--- src/rtl/abc_pkg.sv ---
// abc_pkg: shared constants and types for the converter bus control block
package abc_pkg;
   // ************************************************************
   // clock and timing
   // ************************************************************
   localparam int CLK_PERIOD_NS = 10;
   localparam int T_START_NS = 300;      // all three controls low before start
   localparam int T_DELAY_CONV_NS = 700; // longest delay to conversion start
   localparam int T_ACCESS_NS = 250;     // longest bus access time
   localparam int T_HOLD_NS = 25;        // least data hold after select rise
   localparam int T_FLOAT_NS = 150;      // longest output float delay
   localparam int T_CONV_US = 10;        // longest conversion time
   localparam int T_RW_LOW_NS = 10250;   // least read-not-write low, continuous
   // least times round up, longest round down
   localparam int START_CYC = (T_START_NS + CLK_PERIOD_NS - 1) / CLK_PERIOD_NS;
   localparam int HOLD_CYC = (T_HOLD_NS + CLK_PERIOD_NS - 1) / CLK_PERIOD_NS;
   localparam int CONV_CYC = (T_CONV_US * 1000) / CLK_PERIOD_NS;
   localparam int RW_LOW_CYC = (T_RW_LOW_NS + CLK_PERIOD_NS - 1) / CLK_PERIOD_NS;
   localparam int CNT_W = 12;
   localparam logic [CNT_W-1:0] CNT_ZERO = 12'h000;
   localparam logic [CNT_W-1:0] CNT_ONE = 12'h001;
   localparam logic [CNT_W-1:0] START_CNT = CNT_W'(START_CYC);
   localparam logic [CNT_W-1:0] HOLD_CNT = CNT_W'(HOLD_CYC);
   localparam logic [CNT_W-1:0] CONV_CNT = CNT_W'(CONV_CYC);
   localparam logic [CNT_W-1:0] RW_LOW_CNT = CNT_W'(RW_LOW_CYC);
   // ************************************************************
   // data
   // ************************************************************
   localparam int DATA_W = 8;
   localparam logic [DATA_W-1:0] DATA_ZERO = 8'h00;
   localparam logic [DATA_W-1:0] SIGN_BIT = 8'h80;
   typedef logic [DATA_W-1:0] abc_data_t;
endpackage : abc_pkg

--- src/rtl/abc_bus_if.sv ---
// abc_bus_if: control pins, busy status and the shared three-state data bus
`timescale 1ns/100ps
interface abc_bus_if;
   import abc_pkg::*;
   logic chipSelN;
   logic chipEnN;
   logic readNotWrite;
   logic polaritySelect;
   logic codingSelect;
   logic busyStatus;
   abc_data_t dataOut;
   logic dataOe;
   abc_data_t dataBus;
   // bus level worked out from the device enable; floats read as zero here
   assign dataBus = dataOe ? dataOut : DATA_ZERO;
   modport device (
      input chipSelN, chipEnN, readNotWrite, polaritySelect, codingSelect,
      output busyStatus, dataOut, dataOe
   );
   modport master (
      output chipSelN, chipEnN, readNotWrite, polaritySelect, codingSelect,
      input busyStatus, dataBus, dataOe
   );
endinterface : abc_bus_if

--- src/rtl/abc_device.sv ---
// abc_device: converter control and timing end, driving busy and data bus
// Behaviour
// both selects interchangeable, both low needed
// master holds select low 300 ns
// read-not-write low converts, high reads
// busy rises after 300 ns all low
// conversion begins within 700 ns
// starts ignored while busy
// drivers off during conversion
// data floats outside read cycles
// read data valid within 250 ns
// select rise: hold 25 ns, float 150
// result readable 250 ns after busy falls
// stand-alone: selects tied, low rw starts
// single mode: rw returns high after start
// single mode: result held until ends
// continuous: back to back, busy pulses
// rw rise: one final conversion, present
// master raises rw only while busy
// continuous rw low at least 10.25 us
// final result held; rw fall restarts
// busy high during each conversion
// master sets polarity, coding before start
// fixed-length count, result updates at end
`timescale 1ns/100ps
module abc_device (
   input wire logic ref_clk,
   input wire logic reset,
   abc_bus_if.device bus,
   input wire abc_pkg::abc_data_t sampleValue,
   output logic convDone
);
   import abc_pkg::*;

   // ************************************************************
   // state
   // ************************************************************
   typedef enum logic [1:0] {
      ABC_IDLE = 2'b00,
      ABC_CONV = 2'b01,
      ABC_REST = 2'b11
   } abc_state_e;

   typedef struct packed {
      logic [2:0] csSync;
      logic [2:0] ceSync;
      logic [2:0] rwSync;
      logic csN;
      logic ceN;
      logic rw;
      abc_state_e state;
      logic [CNT_W-1:0] lowCnt;
      logic [CNT_W-1:0] convCnt;
      logic [CNT_W-1:0] holdCnt;
      logic pol;
      logic fmt;
      abc_data_t result;
      logic busy;
      logic oe;
      logic done;
   } abc_dev_s;

   abc_dev_s st_reg;
   abc_dev_s st_next;
   logic selLow;
   logic startReq;
   logic readReq;

   // control decode on the filtered pin levels
   assign selLow = !st_reg.csN && !st_reg.ceN;
   assign startReq = selLow && !st_reg.rw;
   assign readReq = selLow && st_reg.rw;

   // ************************************************************
   // next state
   // ************************************************************
   always_comb begin
      st_next = st_reg;
      st_next.done = 1'b0;
      // three-flop synchronisers; a change counts once the last two agree
      st_next.csSync = {st_reg.csSync[1:0], bus.chipSelN};
      st_next.ceSync = {st_reg.ceSync[1:0], bus.chipEnN};
      st_next.rwSync = {st_reg.rwSync[1:0], bus.readNotWrite};
      if (st_reg.csSync[2] == st_reg.csSync[1]) st_next.csN = st_reg.csSync[2];
      if (st_reg.ceSync[2] == st_reg.ceSync[1]) st_next.ceN = st_reg.ceSync[2];
      if (st_reg.rwSync[2] == st_reg.rwSync[1]) st_next.rw = st_reg.rwSync[2];
      // qualify the start: all three low for the full pulse width
      if (startReq) begin
         if (st_reg.lowCnt != START_CNT) st_next.lowCnt = st_reg.lowCnt + CNT_ONE;
      end else begin
         st_next.lowCnt = CNT_ZERO;
      end
      case (st_reg.state)
         ABC_IDLE: begin
            // begins within a few cycles, far inside 700 ns
            if (startReq && st_reg.lowCnt == START_CNT) begin
               st_next.state = ABC_CONV;
               st_next.busy = 1'b1;
               st_next.convCnt = CNT_ZERO;
               st_next.pol = bus.polaritySelect;
               st_next.fmt = bus.codingSelect;
            end
         end
         ABC_CONV: begin
            // further starts have no effect until the count ends
            st_next.convCnt = st_reg.convCnt + CNT_ONE;
            if (st_reg.convCnt == CONV_CNT - CNT_ONE) begin
               st_next.result = st_reg.fmt ? (sampleValue ^ SIGN_BIT) : sampleValue;
               st_next.busy = 1'b0;
               st_next.done = 1'b1;
               st_next.state = ABC_REST;
            end
         end
         ABC_REST: begin
            // one-cycle reset gap; continuous mode rearms while rw stays low
            st_next.state = ABC_IDLE;
         end
         default: st_next.state = ABC_IDLE;
      endcase
      // output drive: only in read, never while busy, held then float
      if (readReq && !st_reg.busy && st_next.state != ABC_CONV) begin
         st_next.oe = 1'b1;
         st_next.holdCnt = HOLD_CNT;
      end else if (st_reg.oe && st_reg.holdCnt != CNT_ZERO && !st_reg.busy
                   && !startReq) begin
         st_next.holdCnt = st_reg.holdCnt - CNT_ONE;
      end else begin
         st_next.oe = 1'b0;
         st_next.holdCnt = CNT_ZERO;
      end
      if (st_next.state == ABC_CONV) st_next.oe = 1'b0;
   end

   // ************************************************************
   // registers
   // ************************************************************
   always_ff @(posedge ref_clk or posedge reset) begin
      if (reset) begin
         st_reg <= '{csSync: 3'h7, ceSync: 3'h7, rwSync: 3'h7, csN: 1'b1, ceN: 1'b1,
                     rw: 1'b1, state: ABC_IDLE, lowCnt: CNT_ZERO, convCnt: CNT_ZERO,
                     holdCnt: CNT_ZERO, pol: 1'b0, fmt: 1'b0, result: DATA_ZERO,
                     busy: 1'b0, oe: 1'b0, done: 1'b0};
      end else begin
         st_reg <= st_next;
      end
   end

   assign bus.busyStatus = st_reg.busy;
   assign bus.dataOut = st_reg.result;
   assign bus.dataOe = st_reg.oe;
   assign convDone = st_reg.done;
endmodule : abc_device

--- src/flat_wrapper.sv ---
// flat-port wrapper written by rule: the top's interface ports become plain ports
module abc_device_flat import abc_pkg::*;
  (ref_clk, reset, sampleValue, convDone, bus_chipSelN, bus_chipEnN, bus_readNotWrite, bus_polaritySelect, bus_codingSelect, bus_busyStatus, bus_dataOut, bus_dataOe);
  abc_bus_if bus_i ();
  input wire logic ref_clk;
  input wire logic reset;
  input wire abc_pkg::abc_data_t sampleValue;
  output logic convDone;
  input wire logic [$bits(bus_i.chipSelN)-1:0] bus_chipSelN;
  input wire logic [$bits(bus_i.chipEnN)-1:0] bus_chipEnN;
  input wire logic [$bits(bus_i.readNotWrite)-1:0] bus_readNotWrite;
  input wire logic [$bits(bus_i.polaritySelect)-1:0] bus_polaritySelect;
  input wire logic [$bits(bus_i.codingSelect)-1:0] bus_codingSelect;
  output wire logic [$bits(bus_i.busyStatus)-1:0] bus_busyStatus;
  output wire logic [$bits(bus_i.dataOut)-1:0] bus_dataOut;
  output wire logic [$bits(bus_i.dataOe)-1:0] bus_dataOe;
  assign bus_i.chipSelN = bus_chipSelN;
  assign bus_i.chipEnN = bus_chipEnN;
  assign bus_i.readNotWrite = bus_readNotWrite;
  assign bus_i.polaritySelect = bus_polaritySelect;
  assign bus_i.codingSelect = bus_codingSelect;
  assign bus_busyStatus = bus_i.busyStatus;
  assign bus_dataOut = bus_i.dataOut;
  assign bus_dataOe = bus_i.dataOe;
  abc_device u_core (.ref_clk(ref_clk), .reset(reset), .bus(bus_i), .sampleValue(sampleValue), .convDone(convDone));
endmodule
--- config.mk ---
export PLATFORM = sky130hd
export DESIGN_NAME = abc_device_flat
export DESIGN_NICKNAME = d
export VERILOG_FILES = /design/src/rtl/abc_pkg.sv /design/src/rtl/abc_bus_if.sv /design/src/rtl/abc_device.sv /design/src/flat_wrapper.sv
export SDC_FILE = /design/constraint.sdc
export NUM_CORES = 1
export LEC_CHECK = 0
export ABC_AREA = 1
export BUFFER_PORTS_ARGS = -buffer_cell sky130_fd_sc_hd__buf_2
export CAP_MARGIN = 20
export CORE_MARGIN = 2
export CORE_UTILIZATION = 59
export CTS_CLUSTER_DIAMETER = 150
export DETAILED_ROUTE_END_ITERATION = 16
export GPL_TIMING_DRIVEN = 0
export PLACE_DENSITY = 0.79
export SETUP_SLACK_MARGIN = 0.02
export SYNTH_ARGS = -nofsm -noshare
export SYNTH_HDL_FRONTEND = slang
export SYNTH_SLANG_ARGS = --single-unit
--- constraint.sdc ---
create_clock -name ref_clk -period 2.3 [get_ports ref_clk]
set_input_delay 0.345 -clock ref_clk [delete_from_list [all_inputs] [get_ports ref_clk]]
set_output_delay 0.345 -clock ref_clk [all_outputs]
set_load 0.01 [all_outputs]
[Yosys cells after proc, flatten, opt, wreduce, memory -nomap -nowiden]
Cells that the tools add are included.
W data, S select, Z words.
Cells by class
  $add $sub $neg: 3
  muxes and demuxes: 18
  eq/ne operators: 13
  bitwise operators: 1
  reductions and logical operators: 21
Operators by type and width (count)
  $mux W12: 5
  $add A12 B1 Y12 const B: 2
  $pmux W12 S2: 1
  $eq A12 B10 Y1 const B: 1
  $eq A12 B5 Y1 const B: 1
  $ne A12 B5 Y1 const B: 1
  $reduce_bool A12 Y1: 1
  $sub A12 B1 Y12 const B: 1
  $logic_and A1 B1 Y1: 9
  $mux W8: 1
  $mux W1: 7
  $ne A2 B1 Y1 const B: 3
  $reduce_and A2 Y1: 3
  $logic_not A1 Y1: 5
  $eq A2 B1 Y1 const B: 2
  $mux W2: 2
  $pmux W2 S2: 1
  $eq A1 B1 Y1: 3
  $ne A3 B2 Y1 const B: 1
  $reduce_and A3 Y1: 1
  $logic_not A2 Y1: 1
  $ne A2 B2 Y1 const B: 1
  $pmux W1 S2: 1
  $reduce_bool A2 Y1: 1
  $not A1 Y1: 1
Word-level totals
  output and inout bits: 11
  bits in registers: 62

[Longest topological paths before layout]
Gate-level depths: netlist (run 1).
  depth in word-level cells: 10
  gate-level depth with buffers: 10
  gate-level depth less buffers: 9

[Worst setup path before layout (run 1)]
Ideal clock, no wire load.
  path type: reg2reg
  from: reg u_core.st_reg[25] (netlist bit)
  to: reg u_core.st_reg, in the netlist u_core.bus.dataOut[7]
  arrival time: 1.305 ns
  path slack: 0.878 ns
  setup time: 0.117 ns
  cell stages (with the launch flop): 11
  path through: dfrtp_1 > ha_1 > nand2_2 > inv_2 > nand2_1 > nor2_2 > nand2_2 > buf_6 > or2_0 > o21ai_1 > inv_2
On the way
  cells in the longest elaborated chain, start to end: 2
RTL lines
  start: declaration: RTL line abc_device.sv:63  | abc_dev_s st_reg;
  start signal: assignment: RTL line abc_device.sv:139  | st_reg <= '{csSync: 3'h7, ceSync: 3'h7, rwSync: 3'h7, csN: 1'b1, ceN: 1'b1,
  start signal: assignment: RTL line abc_device.sv:144  | st_reg <= st_next;
  $eq A12 B10 Y1: RTL line abc_device.sv:107  | if (st_reg.convCnt == CONV_CNT - CNT_ONE) begin
  $reduce_and A2 Y1 (no line)
Every way passes these cells.
A chain may end at the register's enable or synchronous reset.

[Worst setup path in the final report (run 1)]
Same ends and word-level chain as after synthesis.

==> flow_summary.json, run 1 <==
{
  "stdcell_area_um2": 3470,
  "fin_crit_sh_pct": 70.3,
  "synth_warnings": 0,
  "ant_nets": 0,
  "synth_edf_count": 0,
  "drv_slew": 0,
  "overflow": 0,
  "p_switching_uw": 1130,
  "reg2reg_depth": 9,
  "clk_pin_slew_ns": 0.07,
  "power.internal_uw": 2070,
  "worstMarginPinSlew_ns": 0.436,
  "max_freq_mhz": 619,
  "hpwl_um": 3910,
  "synth_compound_area_share_pct": 10.9,
  "die_h_um": 75.7,
  "rows": 26,
  "synth_adder_area_share_pct": 3.05,
  "finalHoldViolCount": 15,
  "leakage_uw": 0.00163,
  "crit_path_max_fanout": 9,
  "synth_top_area_share_pct": 41.2,
  "core_area_um2": 5040,
  "cp_cell_sequence": "ha_1 -> nand2_2 -> inv_2 -> nand2_1 -> nor2_2 -> nand2_2 -> clkinv_1 -> o21ai_1 -> inv_2",
  "final_layout_size_suffix_gt1_share_pct": 26.9,
  "startpoint": "u_core.st_reg[25]",
  "dieArea_um2": 5740,
  "grt_pass1_vias": 2038,
  "cts_sinks": 62,
  "cts_tree": "yes",
  "antenna_found_initial": 0,
  "grt_max_degree": 45,
  "r2r_start": "u_core.st_reg[25]",
  "largest_reg_flops": 45,
  "viasPerCell": 5.05,
  "cp.required_ns": 2.54,
  "critPathLaunchType": "flip-flop",
  "timing.final.crit_period_ns": 1.62,
  "final_cells": 464,
  "clockRootBuffer": "clkbuf_8",
  "n_antenna_cell": 0,
  "relSlewSlack_pct": 70.9,
  "syn_inst": 353,
  "first_pass_iters": 4,
  "synthArstFlopShare_pct": 100,
  "synthDistinctLibCells": 36,
  "place_inst": 448,
  "cts_setup_buffers": 0,
  "clockBufferDepth": 2,
  "yosysTopAreaCell": "dfrtp_1",
  "final_util_pct": 68.8,
  "clock_skew_ns": 0.00811,
  "track_usage_pct": 21.3,
  "pwr-share-comb_pct": 29.2,
  "initial_core_util_pct": 60.2,
  "yosysMostFrequentCell": "nand2_1",
  "critPathArrivalTime_ns": 1.86,
  "synth_area_um2": 3040,
  "violations": "negative hold slack",
  "ys.flop_type": "dfrtp_1",
  "gp_congestion": 0.801,
  "cts_buffers": 9,
  "power.density_nw_per_um2": 922,
  "synthToLayoutAreaGrowth_pct": 14.2,
  "worstSetupEndpoint": "u_core.bus.dataOut[7]",
  "synth_area_leaders": "dfrtp_1, dfstp_2, nand2_1, inv_1, nand3_1",
  "maxCapViolCount": 0,
  "synthXorXnorAreaFrac_pct": 0.577,
  "h-tree-depth": 3,
  "cts_hold_buffers": 0,
  "critical_path_class": "flip-flop to flip-flop",
  "synth_top_family_by_area": "simple AND/OR/NAND/NOR gates",
  "r2r_end": "u_core.bus.dataOut[7]",
  "port_buffers": 24,
  "place_area_um2": 3260,
  "hp-class": "input port to async pin",
  "hold-worst-slack_ns": -0.00622,
  "setup_viol": 0,
  "rsz0062_at_grt": "no",
  "syn_nets": 373,
  "vias": 2341,
  "nets": 409,
  "clkPwrFrac_pct": 29.9,
  "dieWidth_um": 75.7,
  "regToRegSetupSlack_ns": 0.68,
  "swShare_pct": 35.3,
  "synth_common_cells": "nand2_1, dfrtp_1, inv_1, nand3_1",
  "status": "finished with violations",
  "max-vdd-ir-drop_uv": 659,
  "yosys_register_bits": 62,
  "clk_latency_ns": 0.34,
  "cts_resized": 0,
  "drcViolationCount": 0,
  "route.detailed.wl_per_inst_um": 12.0,
  "routed_wirelength_um": 5590,
  "cp-end-kind": "flip-flop",
  "synth-simple-area-share_pct": 23.9,
  "muxShareOfSynthArea_pct": 0,
  "avgSynthCellArea_um2": 8.60,
  "seq_power_share_pct": 40.9,
  "dr.first_iter.drc_count": 131,
  "slowest_delay_ns": 0.41,
  "ios": 26,
  "grt_pass1_wl_um": 8950,
  "crit_slowest_cell": "dfrtp_1",
  "yosysSeqAreaShare_pct": 51.6
}
## cell usage in the layout, fill, tap and decap left out, types with 9 or more instances in the layout
| cell type | count |
|---|---|
| nor2_1 | 26 |
| dfrtp_1 | 50 |
| dfstp_2 | 12 |
| inv_1 | 39 |
| inv_2 | 13 |
| nand3_1 | 28 |
| a21oi_2 | 11 |
| a21oi_1 | 11 |
| buf_2 | 27 |
| clkbuf_8 | 9 |
| nand2_1 | 74 |
| buf_4 | 9 |
| o21ai_0 | 26 |
## cells by family (layout without fill, tap and decap cells)
group,after synthesis,in the layout
simple gates,158,158
flops,62,62
compound gates,56,56
xor+xnor,2,2
buf+inv,67,108
fa+ha+maj,8,8
## worst max-delay path: cells and delay by family (launching register included)
kind,cells,cell delay [ns]
DFF,1,0.41
and+or+nand+nor,4,0.35
buffers and inverters,3,0.30
adders and majority gates,1,0.23
AOI/OAI and AO/OA,1,0.23
## metrics by stage
step	worst slack (ns)	total power [µW]	TNS, ns
2_1_floorplan	0.433	2070	0
3_3_place_gp	-0.327	2210	-16.15
3_5_place_dp	0.698	2250	0
4_1_cts	0.683	3200	0
5_1_grt	0.530	3420	0
6_report	0.683	3200	0
## power groups by stage
stage	registers, µW	logic (µW)	clock network (µW)
final	1310	933	956
after global routing	1330	1080	1020
after CTS	1310	926	966
after detailed placement	1330	921	0
after global placement	1320	889	0
after floorplan	1310	757	0
## metal layers
metal	GRT usage [%]	routed length [µm]	vias up
met5	0	0	-
met4	7.21	74	0
met3	8.47	285	10
met2	33.4	2530	46
met1	27.0	2700	1088
li1	-	-	1197
## layout make-up
| class | instances | area [µm²] |
|---|---|---|
| clock inverters | 4 | 26.3 |
| multi-input cells | 224 | 1170 |
| repair buffers | 25 | 140 |
| inverters | 53 | 199 |
| clock buffers | 12 | 178 |
| flip-flops and latches | 62 | 1570 |
| well taps | 70 | 87.6 |
| fillers | 392 | 1570 |
| plain buffers | 14 | 105 |
## worst min-delay path by stage
stage	startpoint	to	slack [ns]	cells past startpoint
detailed placement	u_core.st_next[61]	u_core.st_next[62]	0.35	0
CTS	reset	u_core.st_reg[41]	0.01	2
finish	reset	u_core.st_reg[17]	-0.006	2
floorplan	u_core.st_next[55]	u_core.st_next[56]	0.35	0
global route	reset	u_core.st_reg[41]	0.02	2
global placement	u_core.st_next[58]	u_core.st_next[59]	0.35	0
(Power assumes the default switching activity.)
==> inputs of run 2 (changes only) <==
CORE_UTILIZATION = 53   (was 59)
PLACE_DENSITY = 0.75   (was 0.79)
clock period = 1.4 ns   (was 2.3 ns; I/O delays follow)
==> run 2 against run 1 <==
Effect of this change: the flow finishes with violations (negative setup slack); largest power group unchanged; die area up 11%; via count is 14% higher; combinational power rose by 130%; routed wire length is 36% higher; cell area increased by 21%; sequential power rose by 66%.
==> flow_summary.json, run 2 (same netlist as run 1, synthesis figures left out) <==
{
  "status": "finished with violations",
  "violations": "negative setup slack",
  "place_inst": 450,
  "cts_tree": "yes",
  "relSlewSlack_pct": 46.3,
  "grt_pass1_vias": 2554,
  "layout_setup_ws_ns": -0.200,
  "r2r_end": "u_core.st_reg[14]",
  "overflow": 0,
  "finalHoldViolCount": 0,
  "ant_nets": 0,
  "clkPwrFrac_pct": 25.9,
  "rsz0062_at_grt": "yes",
  "place_area_um2": 3270,
  "critical_path_class": "flip-flop to flip-flop",
  "core_area_um2": 5510,
  "clk_pin_slew_ns": 0.08,
  "setup_viol": 35,
  "route.detailed.wl_per_inst_um": 15.3,
  "cts_sinks": 62,
  "clockBufferDepth": 2,
  "cp-end-kind": "flip-flop",
  "clk_latency_ns": 0.35,
  "pwr-share-comb_pct": 36.9,
  "hp-class": "input port to async pin",
  "die_h_um": 79.7,
  "regToRegSetupSlack_ns": -0.20,
  "vias": 2664,
  "drcViolationCount": 0,
  "critPathLaunchType": "flip-flop",
  "reg2reg_depth": 10,
  "regArea_um2": 1570,
  "final_common_cell": "nand2_1",
  "gp_congestion": 0.826,
  "r2r_start": "u_core.st_reg[37]",
  "viasPerCell": 5.36,
  "hpwl_um": 3990,
  "power.density_nw_per_um2": 1400,
  "fin_crit_sh_pct": 114,
  "dieArea_um2": 6350,
  "clockRootBuffer": "clkbuf_8",
  "worstMarginPinSlew_ns": 0.804,
  "synthToLayoutAreaGrowth_pct": 37.9,
  "fillers": 341,
  "initial_core_util_pct": 55.1,
  "maxCapViolCount": 0,
  "cts_buffers": 9,
  "dr.first_iter.drc_count": 174,
  "dieWidth_um": 79.7,
  "grt_pass1_wl_um": 11200,
  "power_uw": 5860,
  "track_usage_pct": 23.4,
  "crit_path_max_fanout": 3,
  "leakage_uw": 0.00188,
  "swShare_pct": 39.4,
  "stdcell_area_um2": 4190,
  "first_pass_iters": 4,
  "seq_power_share_pct": 37.1,
  "dpl_worst_slack_ns": -0.218,
  "multiInputGateArea_um2": 1550,
  "h-tree-depth": 3,
  "max-vdd-ir-drop_uv": 967,
  "drv_slew": 0,
  "rows": 27,
  "mostFrequentLayoutCells": "nand2_1, dfrtp_1, inv_1",
  "final_cells": 497,
  "nets": 440,
  "n_antenna_cell": 0,
  "cp.required_ns": 1.65,
  "ios": 26,
  "p_switching_uw": 2310,
  "antenna_found_initial": 0,
  "max_freq_mhz": 625,
  "port_buffers": 24,
  "routed_wirelength_um": 7620,
  "timing.final.crit_period_ns": 1.60,
  "largest_reg_flops": 45,
  "final_layout_size_suffix_gt1_share_pct": 48.5,
  "clock_skew_ns": 0.0111,
  "grt_max_degree": 39,
  "critPathArrivalTime_ns": 1.85,
  "power.internal_uw": 3550
}
-- run 2: cell count changes in the layout (fill, tap and decap cells not counted), moves of 9 or more --
cell     previous run  this run
nand2_1            74        49
buf_4               9        29
nand2_2             6        20
o21ai_0            26        12
nand2_4             0        10
o21ai_2             0         9
-- run 2: worst max-delay path by stage --
stage | cells past startpoint | end | start
floorplan | 10 | u_core.bus.dataOut[7] | u_core.st_reg[25]
CTS | 10 | u_core.bus.dataOut[7] | u_core.st_reg[26]
detailed placement | 9 | u_core.bus.dataOut[7] | u_core.st_reg[25]
finish | 10 | u_core.st_reg[14] | u_core.st_reg[37]
global placement | 9 | u_core.bus.dataOut[7] | u_core.st_reg[25]
global route | 9 | u_core.st_reg[14] | u_core.st_reg[45]
-- run 2: worst max-delay path, stage by stage (launching register included) --
cell and delay [ns]:
dfrtp_1 0.41, inv_2 0.11, ha_4 0.15, nand2_4 0.06, nor2_4 0.15, nand4_4 0.12
nand2_4 0.14, nand2_8 0.09, buf_6 0.13, nand2_4 0.07, nand2_2 0.05
-- run 2: power groups by stage --
stage,Clock (µW),Sequential [µW],Combinational (µW)
floorplan,0,2150,1240
global placement,0,2180,1470
detailed placement,0,2190,1530
CTS,1530,2160,1780
global route,1630,2200,2430
finish,1520,2170,2160
-- run 2: cell type report --
cell class / count / share of cell area, %
Timing Repair Buffer: 56 / 10.6
Sequential cell: 62 / 37.5
Multi-Input combinational cell: 224 / 36.9
Inverter: 53 / 5.14
Clock buffer: 10 / 3.56
Buffer: 14 / 3.14
Tap cell: 72 / 2.15
Clock inverter: 6 / 0.986
-- run 2: timing repair --
action / CTS / global route
endpoints found under the hold margin: 3 / 0
pin swaps: 14 / 20
endpoints found under the setup margin: 37 / 42
buffers inserted: 12 / 12
gates resized for setup: 55 / 83
gates cloned: 4 / 1
hold buffers: 3 / 0
-- run 2: through the flow --
stage | hold slack [ns] | util [%] | TNS [ns]
3_3_place_gp | 0.316 | 59.0 | -2.89
4_1_cts | 0.0242 | 68.9 | -0.885
3_5_place_dp | 0.316 | 59.4 | -4.23
2_1_floorplan | 0.214 | - | -0.0218
5_1_grt | 0.0538 | 76.0 | -5.63
6_report | 0.00303 | 76.0 | -3.78
-- run 2: per-layer routing --
metal / GRT usage, % / up-vias / share of wire (%)
li1: - / 1257 / -
met5: 0 / - / 0
met1: 28.6 / 1291 / 41
met2: 38.9 / 97 / 52
met4: 8.28 / 0 / 2.4
met3: 7.24 / 19 / 5.3
